**config.mk**
```make
export PLATFORM = sky130hd
export DESIGN_NAME = pib_top
export DESIGN_NICKNAME = d
export VERILOG_FILES = /design/src/hw/pib_pkg.sv /design/src/hw/pib_top.sv
export VERILOG_INCLUDE_DIRS = /design/src /design/src/hw
export SDC_FILE = /design/constraint.sdc
export NUM_CORES = 1
export LEC_CHECK = 0
export BUFFER_PORTS_ARGS = -buffer_cell sky130_fd_sc_hd__buf_4
export CAP_MARGIN = 20
export CELL_PAD_IN_SITES_DETAIL_PLACEMENT = 1
export CELL_PAD_IN_SITES_GLOBAL_PLACEMENT = 2
export CORE_UTILIZATION = 40
export CTS_BUF_LIST = sky130_fd_sc_hd__clkbuf_2
export CTS_CLUSTER_DIAMETER = 50
export DETAILED_ROUTE_END_ITERATION = 8
export GPL_TIMING_DRIVEN = 0
export HOLD_SLACK_MARGIN = 0.12
export PLACE_DENSITY_LB_ADDON = 0.1
export SLEW_MARGIN = 0
export SYNTH_ARGS = -nofsm -noshare
export SYNTH_HDL_FRONTEND = slang
export SYNTH_SLANG_ARGS = --single-unit
```
**constraint.sdc**
```tcl
create_clock -name pclk -period 5.63 [get_ports pclk]
set_input_delay 0.563 -clock pclk [delete_from_list [all_inputs] [get_ports pclk]]
set_output_delay 0.563 -clock pclk [all_outputs]
set_load 0.05 [all_outputs]
```
**src/hw/pib_map.svh**
```systemverilog
// register offsets, field positions, reset values and constants of the packet input block
`ifndef PIB_MAP_SVH
`define PIB_MAP_SVH
`define PIB_CTRL_OFF      12'h000
`define PIB_PAD_OFF       12'h004
`define PIB_BACK_OFF      12'h008
`define PIB_PKT_OFF       12'h00C
`define PIB_GEO_OFF       12'h010
`define PIB_GO_OFF        12'h014
`define PIB_PTR_LO_OFF    12'h018
`define PIB_PTR_HI_OFF    12'h01C
`define PIB_WQE_OFF       12'h020
`define PIB_TAG_OFF       12'h024
`define PIB_STAT_OFF      12'h028
`define PIB_PORT_OFF      12'h02C
`define PIB_CTRL_RST      32'h0000_0000
`define PIB_SZ_LSB        40
`define PIB_SZ_MSB        55
`define PIB_POOL_LSB      56
`define PIB_POOL_MSB      58
`define PIB_BACK_LSB      59
`define PIB_BACK_MSB      62
`define PIB_SIZE_ERR      16'h0008
`define PIB_ERR_LEN_MAX   16'h0080
`define PIB_V6_BASE       8'h08
`define PIB_V4_BASE       8'h04
`define PIB_MAX_BUFS      8'hFF
`endif

```
**src/hw/pib_pkg.sv**
```systemverilog
// types shared by the packet input block
package pib_pkg;
	typedef enum logic [1:0] {PIB_TT_ORD, PIB_TT_ATOM, PIB_TT_NULL, PIB_TT_RSV} pib_tt_e;
	typedef enum logic [1:0] {PIB_TM_TUPLE, PIB_TM_MASK, PIB_TM_IPSEL, PIB_TM_XOR} pib_tmode_e;
	// per-packet classification from the parser
	typedef struct packed {
		logic        rx_err;
		logic        raw_full_packet;
		logic        raw_scheduled_packet;
		logic        is_ip;
		logic        ip_v6;
		logic        ip_tcp;
		logic        tcp_syn;
		logic        vlan_ok;
		logic        diff_hit;
		logic [7:0]  skip_len;
		logic [7:0]  l2_header_length;
		logic [15:0] pkt_len;
	} pib_pkt_s;
	// scheduling fields of a work-queue entry
	typedef struct packed {
		logic [2:0]  qos;
		logic [3:0]  grp;
		pib_tt_e     tag_type;
		logic [31:0] tag;
	} pib_sched_s;
	typedef logic [63:0] pib_ptr_t;
endpackage

```
**src/hw/pib_top.sv**
```systemverilog
// packet buffer pointer formatting, alignment pad and work scheduling fields over apb
//
// Behaviour
// [RQ1] pointer is one 64-bit word; size in 55:40; pool and top bit zero
// [RQ2] address field points at first packet data byte of the buffer
// [RQ3] entry pointer may be unaligned; pointers inside buffers are word aligned
// [RQ4] size is exact byte count except last valid pointer: distance to buffer end
// [RQ5] last valid pointer is entry pointer for one buffer, else second-to-last buffer
// [RQ6] size correction bit 0 at reset makes every size read eight larger
// [RQ7] back field from first or later configured value, in 128-byte blocks
// [RQ8] alignment pad of 0 to 7 bytes before data in first buffer
// [RQ9] error packets up to 128 bytes use non-IP pad setting
// [RQ10] raw full uses raw pad; other non-IP uses non-IP pad; shared
// [RQ11] IP pad is (8 or 4 minus skip plus l2 length) and 7
// [RQ12] IP with version neither 4 nor 6 aligns like IPv4
// [RQ13] endian bit picks byte order of packet words and next pointers
// [RQ14] pad count equal in both orders; entry data unaffected by endian bit
// [RQ15] up to 255 buffers and 65535 bytes per packet
// [RQ16] each kept packet gets queue, group, tag type and 32-bit tag
// [RQ17] raw full and raw scheduled take fields from instruction header
// [RQ18] queue defaults per port, overridden by vlan, diffserv or watcher; here only vlan and diffserv override, no watcher
// [RQ19] group defaults per port; IP may use low tag bits or watcher; here low tag bits only, no watcher
// [RQ20] tag type from four IP settings or one non-IP setting; here one IP field hdr_word[27:26], non-IP hdr_word[25:24]
// [RQ21] tag mode: tuple, mask, tuple-for-IP, or xor of both
// [RQ22] tuple tag xors source and destination hash with secret; syn zeroes source
// [RQ23] mask tag is crc over masked first 128 bytes, up to 16 bits, optional port
// [RQ24] later pointers sit eight bytes before data; first goes into entry
`timescale 1ns/1ps
`default_nettype none
`include "pib_map.svh"

module pib_top #(
	parameter int PORT_W = 4
) (
	input  wire logic                 pclk,
	input  wire logic                 presetn,
	input  wire logic                 psel,
	input  wire logic                 penable,
	input  wire logic                 pwrite,
	input  wire logic [11:0]          paddr,
	input  wire logic [31:0]          pwdata,
	output logic      [31:0]          prdata,
	output logic                      pready,
	output logic                      pslverr,
	input  wire pib_pkg::pib_pkt_s    pkt_info,
	input  wire logic                 pkt_valid,
	input  wire logic [31:0]          hdr_word,
	input  wire logic [15:0]          src_hash,
	input  wire logic [15:0]          dst_hash,
	input  wire logic [15:0]          mask_crc,
	output pib_pkg::pib_ptr_t         ptr_word,
	output logic                      ptr_valid,
	output logic      [39:0]          ptr_waddr,
	output logic                      ptr_to_entry,
	output logic      [2:0]           pad_out,
	output pib_pkg::pib_sched_s       sched_out,
	output logic                      sched_valid
);

	////////////////////////////////////////////////////////////////////////////
	// apb registers
	logic [31:0] ctrl_reg;
	logic [31:0] pad_reg;
	logic [31:0] back_reg;
	logic [31:0] pkt_reg;
	logic [31:0] geo_reg;
	logic [31:0] port_reg;
	logic [31:0] ptr_lo_reg;
	logic [31:0] ptr_hi_reg;
	logic        busy_reg;
	logic        go_reg;
	logic [7:0]  buf_cnt_reg;
	logic [39:0] buf_addr_reg;
	logic [39:0] last_addr_reg;
	logic [15:0] left_reg;

	wire logic wr_en = psel && penable && pwrite;
	wire logic rd_en = psel && penable && !pwrite;

	// control bits: size correction, little endian, pad and back settings
	wire logic       size_correction_enable = ctrl_reg[0];
	wire logic       buffer_little_endian   = ctrl_reg[1];
	wire logic [2:0] nonip_pad_setting      = pad_reg[2:0];
	wire logic [2:0] raw_pad_setting        = pad_reg[6:4];
	wire logic [3:0] first_pointer_back_setting = back_reg[3:0];
	wire logic [3:0] later_pointer_back_setting = back_reg[7:4];

	// address decode for the error response, shared by reads and writes
	function automatic logic known_addr(input logic [11:0] a);
		if (a == `PIB_CTRL_OFF || a == `PIB_PAD_OFF || a == `PIB_BACK_OFF) begin
			return 1'b1;
		end else if (a == `PIB_PKT_OFF || a == `PIB_GEO_OFF || a == `PIB_GO_OFF) begin
			return 1'b1;
		end else if (a == `PIB_PTR_LO_OFF || a == `PIB_PTR_HI_OFF) begin
			return 1'b1;
		end else if (a == `PIB_WQE_OFF || a == `PIB_TAG_OFF) begin
			return 1'b1;
		end else if (a == `PIB_STAT_OFF || a == `PIB_PORT_OFF) begin
			return 1'b1;
		end else begin
			return 1'b0;
		end
	endfunction

	// configuration writes; zero wait states
	always_ff @(posedge pclk or negedge presetn) begin
		if (!presetn) begin
			ctrl_reg <= `PIB_CTRL_RST;
			pad_reg  <= 32'h0000_0000;
			back_reg <= 32'h0000_0000;
			pkt_reg  <= 32'h0000_0000;
			geo_reg  <= 32'h0000_0000;
			port_reg <= 32'h0000_0000;
		end else if (wr_en) begin
			if (paddr == `PIB_CTRL_OFF) begin
				ctrl_reg <= pwdata;
			end else if (paddr == `PIB_PAD_OFF) begin
				pad_reg <= pwdata;
			end else if (paddr == `PIB_BACK_OFF) begin
				back_reg <= pwdata;
			end else if (paddr == `PIB_PKT_OFF) begin
				pkt_reg <= pwdata;
			end else if (paddr == `PIB_GEO_OFF) begin
				geo_reg <= pwdata;
			end else if (paddr == `PIB_PORT_OFF) begin
				port_reg <= pwdata;
			end
		end
	end

	// read mux; unmapped addresses error with zero data
	always_ff @(posedge pclk or negedge presetn) begin
		if (!presetn) begin
			prdata  <= 32'h0000_0000;
			pready  <= 1'b0;
			pslverr <= 1'b0;
		end else begin
			pready  <= psel && !penable;
			pslverr <= psel && !penable && !known_addr(paddr);
			prdata  <= 32'h0000_0000;
			if (psel && !penable && !pwrite) begin
				if (paddr == `PIB_CTRL_OFF) begin
					prdata <= ctrl_reg;
				end else if (paddr == `PIB_PAD_OFF) begin
					prdata <= pad_reg;
				end else if (paddr == `PIB_BACK_OFF) begin
					prdata <= back_reg;
				end else if (paddr == `PIB_PKT_OFF) begin
					prdata <= pkt_reg;
				end else if (paddr == `PIB_GEO_OFF) begin
					prdata <= geo_reg;
				end else if (paddr == `PIB_PTR_LO_OFF) begin
					prdata <= ptr_lo_reg;
				end else if (paddr == `PIB_PTR_HI_OFF) begin
					prdata <= ptr_hi_reg;
				end else if (paddr == `PIB_WQE_OFF) begin
					prdata <= {20'h0_0000, pad_out, sched_out.qos, sched_out.grp,
						sched_out.tag_type};
				end else if (paddr == `PIB_TAG_OFF) begin
					prdata <= sched_out.tag;
				end else if (paddr == `PIB_STAT_OFF) begin
					prdata <= {15'h0000, busy_reg, buf_cnt_reg, 8'h00};
				end else if (paddr == `PIB_PORT_OFF) begin
					prdata <= port_reg;
				end
			end
		end
	end

	// go strobe: pkt_reg holds total length, geo_reg first address bits
	always_ff @(posedge pclk or negedge presetn) begin
		if (!presetn) begin
			go_reg <= 1'b0;
		end else begin
			go_reg <= wr_en && paddr == `PIB_GO_OFF && !busy_reg;
		end
	end

	////////////////////////////////////////////////////////////////////////////
	// alignment pad
	logic [2:0] pad_next;
	logic [7:0] ip_base;
	always_comb begin
		ip_base = pkt_info.ip_v6 ? `PIB_V6_BASE : `PIB_V4_BASE;       // RQ11 RQ12
		if (pkt_info.rx_err) begin
			// long error packets are allowed any pad; reuse the same one
			pad_next = nonip_pad_setting;                           // RQ9
		end else if (pkt_info.raw_full_packet) begin
			pad_next = raw_pad_setting;                             // RQ10
		end else if (pkt_info.is_ip) begin
			pad_next = 3'(ip_base - pkt_info.skip_len - pkt_info.l2_header_length); // RQ11
		end else begin
			pad_next = nonip_pad_setting;                           // RQ10
		end
	end

	////////////////////////////////////////////////////////////////////////////
	// scheduling fields
	pib_pkg::pib_sched_s sched_next;
	logic [15:0]         tuple_tag;
	logic [15:0]         base_tag;
	pib_pkg::pib_tmode_e tmode;
	always_comb begin
		tmode     = pib_pkg::pib_tmode_e'(port_reg[1:0]);
		tuple_tag = (pkt_info.tcp_syn && port_reg[2] ? 16'h0000 : src_hash)
			^ dst_hash ^ port_reg[31:16];                           // RQ22
		case (tmode)                                                    // RQ21
			pib_pkg::PIB_TM_TUPLE: base_tag = tuple_tag;
			pib_pkg::PIB_TM_MASK:  base_tag = mask_crc;             // RQ23
			pib_pkg::PIB_TM_IPSEL: base_tag = pkt_info.is_ip ? tuple_tag : mask_crc;
			default:               base_tag = tuple_tag ^ mask_crc;
		endcase
		sched_next.tag = {port_reg[3] ? 12'(port_reg[15:12]) : 12'h000, 4'h0, base_tag}; // RQ23
		sched_next.qos = port_reg[6:4];                                 // RQ18
		if (pkt_info.vlan_ok && port_reg[7]) begin
			sched_next.qos = hdr_word[2:0];
		end
		if (pkt_info.is_ip && pkt_info.diff_hit && port_reg[8]) begin
			sched_next.qos = hdr_word[5:3];
		end
		sched_next.grp = port_reg[12:9];                                // RQ19
		if (pkt_info.is_ip && port_reg[3]) begin
			sched_next.grp = 4'(port_reg[12:9] + base_tag[1:0]);
		end
		if (!pkt_info.is_ip) begin
			sched_next.tag_type = pib_pkg::pib_tt_e'(hdr_word[25:24]); // RQ20
		end else begin
			sched_next.tag_type = pib_pkg::pib_tt_e'(hdr_word[27:26]); // RQ20
		end
		if (pkt_info.raw_full_packet || pkt_info.raw_scheduled_packet) begin // RQ17
			sched_next.qos      = hdr_word[2:0];
			sched_next.grp      = hdr_word[6:3];
			sched_next.tag_type = pib_pkg::pib_tt_e'(hdr_word[8:7]);
			sched_next.tag      = {16'h0000, hdr_word[31:16]};
		end
	end

	// capture one entry per packet
	always_ff @(posedge pclk or negedge presetn) begin
		if (!presetn) begin
			sched_out   <= '0;
			sched_valid <= 1'b0;
			pad_out     <= 3'h0;
		end else begin
			sched_valid <= pkt_valid;                                   // RQ16
			if (pkt_valid) begin
				sched_out <= sched_next;
				pad_out   <= pad_next;                                  // RQ8
			end
		end
	end

	////////////////////////////////////////////////////////////////////////////
	// pointer walker: one pointer per cycle after go
	logic [15:0] room;
	logic [15:0] sz;
	logic [15:0] bsize;
	logic        last_valid;
	logic [63:0] fmt;
	always_comb begin
		bsize = {geo_reg[31:24], 8'h00};
		// every buffer gives its first word to a pointer slot, so data room starts past it
		room  = buf_cnt_reg == 8'h00 ? 16'(bsize - 16'h0008 - {13'h0000, pad_out})
			: 16'(bsize - 16'h0008);
		last_valid = left_reg <= room || buf_cnt_reg == `PIB_MAX_BUFS - 8'h01; // RQ5 RQ15
		sz = room;                                                      // RQ4
		if (!size_correction_enable) begin
			sz = 16'(room + `PIB_SIZE_ERR);                          // RQ6
		end
		fmt = '0;                                                       // RQ1
		fmt[`PIB_SZ_MSB:`PIB_SZ_LSB]   = sz;
		fmt[`PIB_BACK_MSB:`PIB_BACK_LSB] = buf_cnt_reg == 8'h00 ?
			first_pointer_back_setting : later_pointer_back_setting;    // RQ7
		fmt[39:0] = buf_addr_reg;                                       // RQ2 RQ3
		if (buffer_little_endian && buf_cnt_reg != 8'h00) begin
			fmt = {<<8{fmt}};                                       // RQ13 RQ14
		end
	end

	always_ff @(posedge pclk or negedge presetn) begin
		if (!presetn) begin
			busy_reg     <= 1'b0;
			buf_cnt_reg  <= 8'h00;
			buf_addr_reg <= 40'h00_0000_0000;
			last_addr_reg <= 40'h00_0000_0000;
			left_reg     <= 16'h0000;
			ptr_word     <= '0;
			ptr_valid    <= 1'b0;
			ptr_waddr    <= 40'h00_0000_0000;
			ptr_to_entry <= 1'b0;
			ptr_lo_reg   <= 32'h0000_0000;
			ptr_hi_reg   <= 32'h0000_0000;
		end else begin
			ptr_valid <= 1'b0;
			if (go_reg) begin
				busy_reg     <= 1'b1;
				buf_cnt_reg  <= 8'h00;
				left_reg     <= pkt_reg[15:0];
				buf_addr_reg <= {geo_reg[23:0], 13'h0001, pad_out}; // RQ3
			end else if (busy_reg) begin
				ptr_word     <= fmt;
				ptr_valid    <= 1'b1;
				ptr_to_entry <= buf_cnt_reg == 8'h00;                 // RQ24
				// a buffer's pointer sits in the previous buffer's slot; the entry has none
				ptr_waddr    <= buf_cnt_reg == 8'h00 ? 40'h00_0000_0000
					: 40'(last_addr_reg - 40'h00_0000_0008);        // RQ5 RQ24
				last_addr_reg <= buf_addr_reg;
				ptr_lo_reg   <= fmt[31:0];
				ptr_hi_reg   <= fmt[63:32];
				left_reg     <= 16'(left_reg - room);
				buf_cnt_reg  <= buf_cnt_reg + 8'h01;
				// later buffers start word aligned, one word past pointer slot
				buf_addr_reg <= {24'(buf_addr_reg[39:16] + 24'h00_0001), 16'h0008}; // RQ3
				if (last_valid) begin
					busy_reg <= 1'b0;
				end
			end
		end
	end

	////////////////////////////////////////////////////////////////////////////
	// checks
	property p_pool_zero;
		@(posedge pclk) disable iff (!presetn)
		ptr_valid && !buffer_little_endian |-> ptr_word[63:56] == {1'b0, ptr_word[62:59], 3'b000};
	endproperty
	a_pool_zero: assert property (p_pool_zero) else $error("pool or top bit set"); // RQ1

	property p_size_corr;
		@(posedge pclk) disable iff (!presetn)
		busy_reg && !go_reg && !size_correction_enable && !buffer_little_endian
			|=> ptr_word[55:40] == 16'($past(room) + 16'h0008);
	endproperty
	a_size_corr: assert property (p_size_corr) else $error("size not offset by eight"); // RQ6

	property p_later_aligned;
		@(posedge pclk) disable iff (!presetn)
		ptr_valid && !ptr_to_entry && !buffer_little_endian |-> ptr_word[2:0] == 3'h0;
	endproperty
	a_later_aligned: assert property (p_later_aligned) else $error("later pointer unaligned"); // RQ3

	property p_slot;
		@(posedge pclk) disable iff (!presetn)
		ptr_valid && !ptr_to_entry && !buffer_little_endian
			|-> ptr_waddr + 40'h00_0000_0008 == $past(ptr_word[39:0]);
	endproperty
	a_slot: assert property (p_slot) else $error("pointer slot misplaced"); // RQ24

	property p_raw_pad;
		@(posedge pclk) disable iff (!presetn)
		pkt_valid && !pkt_info.rx_err && pkt_info.raw_full_packet
			|=> pad_out == $past(raw_pad_setting);
	endproperty
	a_raw_pad: assert property (p_raw_pad) else $error("raw pad wrong"); // RQ10

	property p_err_pad;
		@(posedge pclk) disable iff (!presetn)
		pkt_valid && pkt_info.rx_err && pkt_info.pkt_len <= `PIB_ERR_LEN_MAX
			|=> pad_out == $past(nonip_pad_setting);
	endproperty
	a_err_pad: assert property (p_err_pad) else $error("error pad wrong"); // RQ9

	property p_raw_sched;
		@(posedge pclk) disable iff (!presetn)
		pkt_valid && pkt_info.raw_scheduled_packet
			|=> sched_out.grp == $past(hdr_word[6:3]) && sched_valid;
	endproperty
	a_raw_sched: assert property (p_raw_sched) else $error("raw group not from header"); // RQ17

	property p_buf_limit;
		@(posedge pclk) disable iff (!presetn)
		busy_reg |-> buf_cnt_reg < `PIB_MAX_BUFS;
	endproperty
	a_buf_limit: assert property (p_buf_limit) else $error("buffer count over limit"); // RQ15

	property p_entry_back;
		@(posedge pclk) disable iff (!presetn)
		ptr_valid && ptr_to_entry |-> ptr_word[62:59] == first_pointer_back_setting;
	endproperty
	a_entry_back: assert property (p_entry_back) else $error("entry back field wrong"); // RQ7

	property p_sched_pulse;
		@(posedge pclk) disable iff (!presetn)
		pkt_valid |=> sched_valid;
	endproperty
	a_sched_pulse: assert property (p_sched_pulse) else $error("no entry for kept packet"); // RQ16

endmodule
`default_nettype wire

```
* After elaboration in Yosys (flattened, before gate mapping) *
Cells that the tools add are included.

word-level totals
  logic and storage cells = 145
  flip-flop bits (word level) = 547
  output and inout bits = 185
  input port bits = 171

operators by class
  mux-type cells = 46
  bitwise logic cells = 9
  order comparisons = 1
  reduce and logical (&&, ||, !) cells = 38
  equal/unequal tests = 14
  add/subtract/negate cells = 10

operators with widths
  kind                     count
  $mux W32                 12
  $mux W40                 3
  $mux W16                 6
  $mux W64                 1
  $eq A12 B5 Y1 const B    4
  $eq A12 B6 Y1 const B    4
  $pmux W16 S3             1
  $xor A16 B16 Y16         3
  $mux W41                 1
  $sub A40 B4 Y40 const B  1
  $add A24 B1 Y24 const B  1
  $eq A12 B4 Y1 const B    2
  $mux W3                  6
  $add A16 B4 Y16 const B  1
  $le A16 B16 Y1           1
  $mux W8                  2
  $sub A16 B16 Y16         1
  $sub A16 B3 Y16          1
  $sub A16 B4 Y16 const B  1
  $logic_and A1 B1 Y1      13
  $eq A12 B3 Y1 const B    1
  $logic_not A12 Y1        1
  $mux W4                  3
  $mux W1                  10
  20 further kinds         38

* Depth between registers and ports, before layout *
  depth after elaboration = 13
  mapped depth = 14
  depth with buffers taken out = 14

* Least setup slack after synthesis *
Ideal clock, no wire load.

  path type = flip-flop to flip-flop
  start point = register buf_cnt_reg[0]
  end point = register left_reg[14]
  cell stages (with the launch flop) = 15
  period minus slack after synthesis = 3.130 ns
  required time = 5.504 ns
  setup slack = 2.500 ns
  setup time = 0.126 ns
  path buffers = 0
  arrival = 3.004 ns
  path through = dfrtp_1 inv_1 ha_1 nor4b_1 nand2_1 nor2_1 ha_1 inv_1 fa_1 a21o_1 a21oi_1 o22ai_1 o41ai_1 mux2i_1 a221o_1

on the way
  longest elaborated chain between the ends = 5

ends and longest elaborated chain
  item                    RTL line        RTL
  from (decl)             pib_top.sv:72   logic [7:0] buf_cnt_reg;
  from (signal assigned)  pib_top.sv:311  buf_cnt_reg <= buf_cnt_reg + 8'h01;
  $logic_not A8 Y1        pib_top.sv:263  room = buf_cnt_reg == 8'h00 ? 16'(bsize - 16'h0008 - {13'h0000, pad_out})
  $mux W16                pib_top.sv:263
  $sub A16 B16 Y16        pib_top.sv:310  left_reg <= 16'(left_reg - room);
  $mux W16                pib_top.sv:300  end else if (busy_reg) begin
  $mux W16                pib_top.sv:295  if (go_reg) begin
  to (signal assigned)    pib_top.sv:298  left_reg <= pkt_reg[15:0];
  to (signal assigned)    pib_top.sv:310
  to (decl)               pib_top.sv:75   logic [15:0] left_reg;

Every way passes these cells. The select of a mux whose other input is x is not followed.
A chain may end at the register's enable or synchronous reset.

* Final worst setup path *
Same ends and word-level chain as after synthesis.

==> results_dict.tcl <==
set metrics [dict create \
    start_util_pct 40.5 \
    regMostFlops "ptr_word" \
    max_cap_viol_count 0 \
    path_clk_slew_ns 0.11 \
    drt_first_pass_iters 6 \
    hold_class "in -> reg" \
    dpl_worst_slack_ns 1.35 \
    setup_viol 0 \
    start_kind "register" \
    period_minus_slack_ns 4.45 \
    cts-root-buf "clkbuf_2" \
    wl_per_cell_um 29.0 \
    crit_path_cell_trace "inv_1, ha_1, nor4b_1, nand2_1, nor2_1, ha_1, inv_1, fa_1, a21o_1, a21oi_1, o22ai_1, o41ai_1, mux2i_1, a221o_1" \
    crit_buf_inv 2 \
    register_area_mm2 0.0108 \
    vias 21200 \
    synth_top_area_share_pct 48.5 \
    syn_area_per_cell_um2 9.90 \
    fp.dieH_um 238 \
    seq_area_frac_synth_pct 48.5 \
    path_max_fanout 7 \
    routabilityCongestion 1.01 \
    finalHoldViolCount 0 \
    numPortBuffers 304 \
    clock_skew_ns 0.122 \
    synth-seq-cells 433 \
    first_iter_violations 1764 \
    grt_max_degree 118 \
    p_per_area_mw_per_mm2 222 \
    multi_input_area_mm2 0.0106 \
    end_kind "register" \
    clkLatencyLatePin_ns 1.20 \
    cpPeakStageDelay_ns 0.69 \
    cts-buffers-inserted 115 \
    tightest_slew_ns 0.954 \
    drc 0 \
    syn_inst 2257 \
    cts_hold_buf 106 \
    p_leak_nw 13.2 \
    slowest_stage "nor4b_1" \
    antenna_left 0 \
    wl_um 105000 \
    ios 356 \
    htree_levels 3 \
    dp_cells 3327 \
    ir_worst_vdd_v 0.000161 \
    synth.largest_area_cell "dfrtp_1" \
    setup_ws_ns 1.18 \
    finish.net_count 3002 \
    synthArstFlopShare_pct 100 \
    drive_gt1_share_pct 26.2 \
    cts_setup_buffers 0 \
    cp.arrival_ns 5.48 \
    cts_sinks 433 \
    finalMaxSlewViolations 0 \
    yosysWarnings 0 \
    dieArea_mm2 0.0568 \
    cts_resized 0 \
    cp_top_family "compound AO/OA/AOI/OAI gates" \
    num_rows 86 \
    status "completed" \
    cts_buffer_depth 3 \
    core-area_mm2 0.0552 \
    final_core_utilization_pct 50.4 \
    cts_tree "built" \
    viasPerCell 5.83 \
    yosysUniqueCellTypes 80 \
    rsz0062_at_grt "no" \
    first_global_vias 21700 \
    area_growth_pct 24.6 \
    synth_ff_type "dfrtp_1" \
    track_usage_pct 37.1 \
    overflow 0 \
    synth_edf_count 0 \
    synthTopCellsByArea "dfrtp_1, mux2_2, nand2_1" \
    grt_pass1_wl_um 150000 \
    period_share_pct 79.0 \
    fillers 6397 \
    syn_area_mm2 0.0224 \
    die_w_um 238 \
    largest_reg_flops 61 \
    fmax_mhz 225 \
    worstPathRequired_ns 6.67 \
    max_slew_margin_pct 36.2 \
    final_cells 3630 \
    crit_type "reg -> reg" \
    antenna_found_initial 10 \
    place_hpwl_um 80800 \
]
final cells by class:
class / instances / area share, %
timing repair buffer: 415 / 12.5
clock inverter: 32 / 0.688
clock buffer: 164 / 2.95
sequential: 433 / 38.9
inverter: 44 / 0.593
multi-input combinational: 1622 / 38.0
tap: 748 / 3.36
buffer: 171 / 2.93
antenna: 1 / 0.00899
logic make-up (layout without fill, tap and decap cells):
family / after synthesis / count (layout) / synth area share [%]
other cells: 1 / 15 / 0.0168
compound gates: 557 / 557 / 15.3
fa+ha+maj: 29 / 29 / 1.69
buf+inv: 215 / 826 / 4.39
simple gates: 685 / 685 / 14.1
mux: 233 / 233 / 11.9
xor+xnor: 104 / 104 / 4.14
flops: 433 / 433 / 48.5
cell usage after synthesis (30+ instances only):
master,n
o21ai_0,193
mux2i_1,30
nor2_1,128
inv_1,41
mux2_2,191
xor2_1,35
dfrtp_1,433
a21oi_1,126
nor3_1,32
o22ai_1,32
clkbuf_1,107
nand3_1,38
xnor2_1,68
nand2_1,331
buf_4,34
placed cells by master, fill, tap and decap left out, types with 27 or more instances in the layout:
cell type	n
inv_1	41
clkbuf_1	107
mux2i_1	30
nand3_1	38
o21ai_0	193
dfrtp_1	433
nor2_1	128
and3_1	28
mux2_2	191
nor3_1	32
o22ai_1	32
clkbuf_2	164
a21oi_1	126
dlygate4sd3_1	105
nand2_1	331
ha_1	27
buf_4	337
a31oi_1	29
xnor2_1	68
xor2_1	35
worst reg2reg max path: stages (launching register included):
cell and delay [ns]:
dfrtp_1 0.51, inv_1 0.13, ha_1 0.17, nor4b_1 0.69
nand2_1 0.41, nor2_1 0.23, ha_1 0.19, inv_1 0.05
fa_1 0.41, a21o_1 0.17, a21oi_1 0.34, o22ai_1 0.22
o41ai_1 0.36, mux2i_1 0.13, a221o_1 0.28
report_power, final:
group          internal, mW  total [mW]  leakage [nW]  switching (mW)
Clock                 0.878        2.29         0.784            1.41
Sequential             3.13        3.18          5.94          0.0431
Combinational         0.257       0.708          6.45           0.451
worst paths after layout:
path                            slack [ns]                       start                   endpoint  cells after the start
min in group asynchronous             0.53                     presetn        ptr_valid$_DFF_PN0_                      4
worst max-delay path                  1.18  buf_cnt_reg[0]$_DFFE_PN0P_   left_reg[14]$_DFFE_PN0P_                     14
worst max register to register        1.18  buf_cnt_reg[0]$_DFFE_PN0P_   left_reg[14]$_DFFE_PN0P_                     14
max in group asynchronous             3.67                     presetn   ctrl_reg[25]$_DFFE_PN0P_                      6
worst min-delay path                  0.22                pkt_info[37]  sched_out[33]$_DFFE_PN0P_                      4
worst min register to register        0.49   ptr_waddr[34]$_DFFE_PN0P_  ptr_waddr[34]$_DFFE_PN0P_                      2
through the flow:
stage	hold slack [ns]	TNS, ns	cell area (um^2)	total power, mW
floorplan	0.267	0	22400	3.51
global placement	0.463	-202.60	25600	3.84
detailed placement	0.473	0	25800	3.86
CTS	0.125	0	27800	6.19
global route	0.220	0	27800	6.41
finish	0.221	0	27800	6.17
routing by layer:
layer	global-route usage (%)	vias to the layer above	wire length (um)
met2	56.7	950	47300
met4	18.8	4	5330
met3	6.24	231	7480
li1	-	9137	-
met5	0	-	31
met1	50.6	10900	45100
Note: power is estimated with default switching activity, not from simulation.
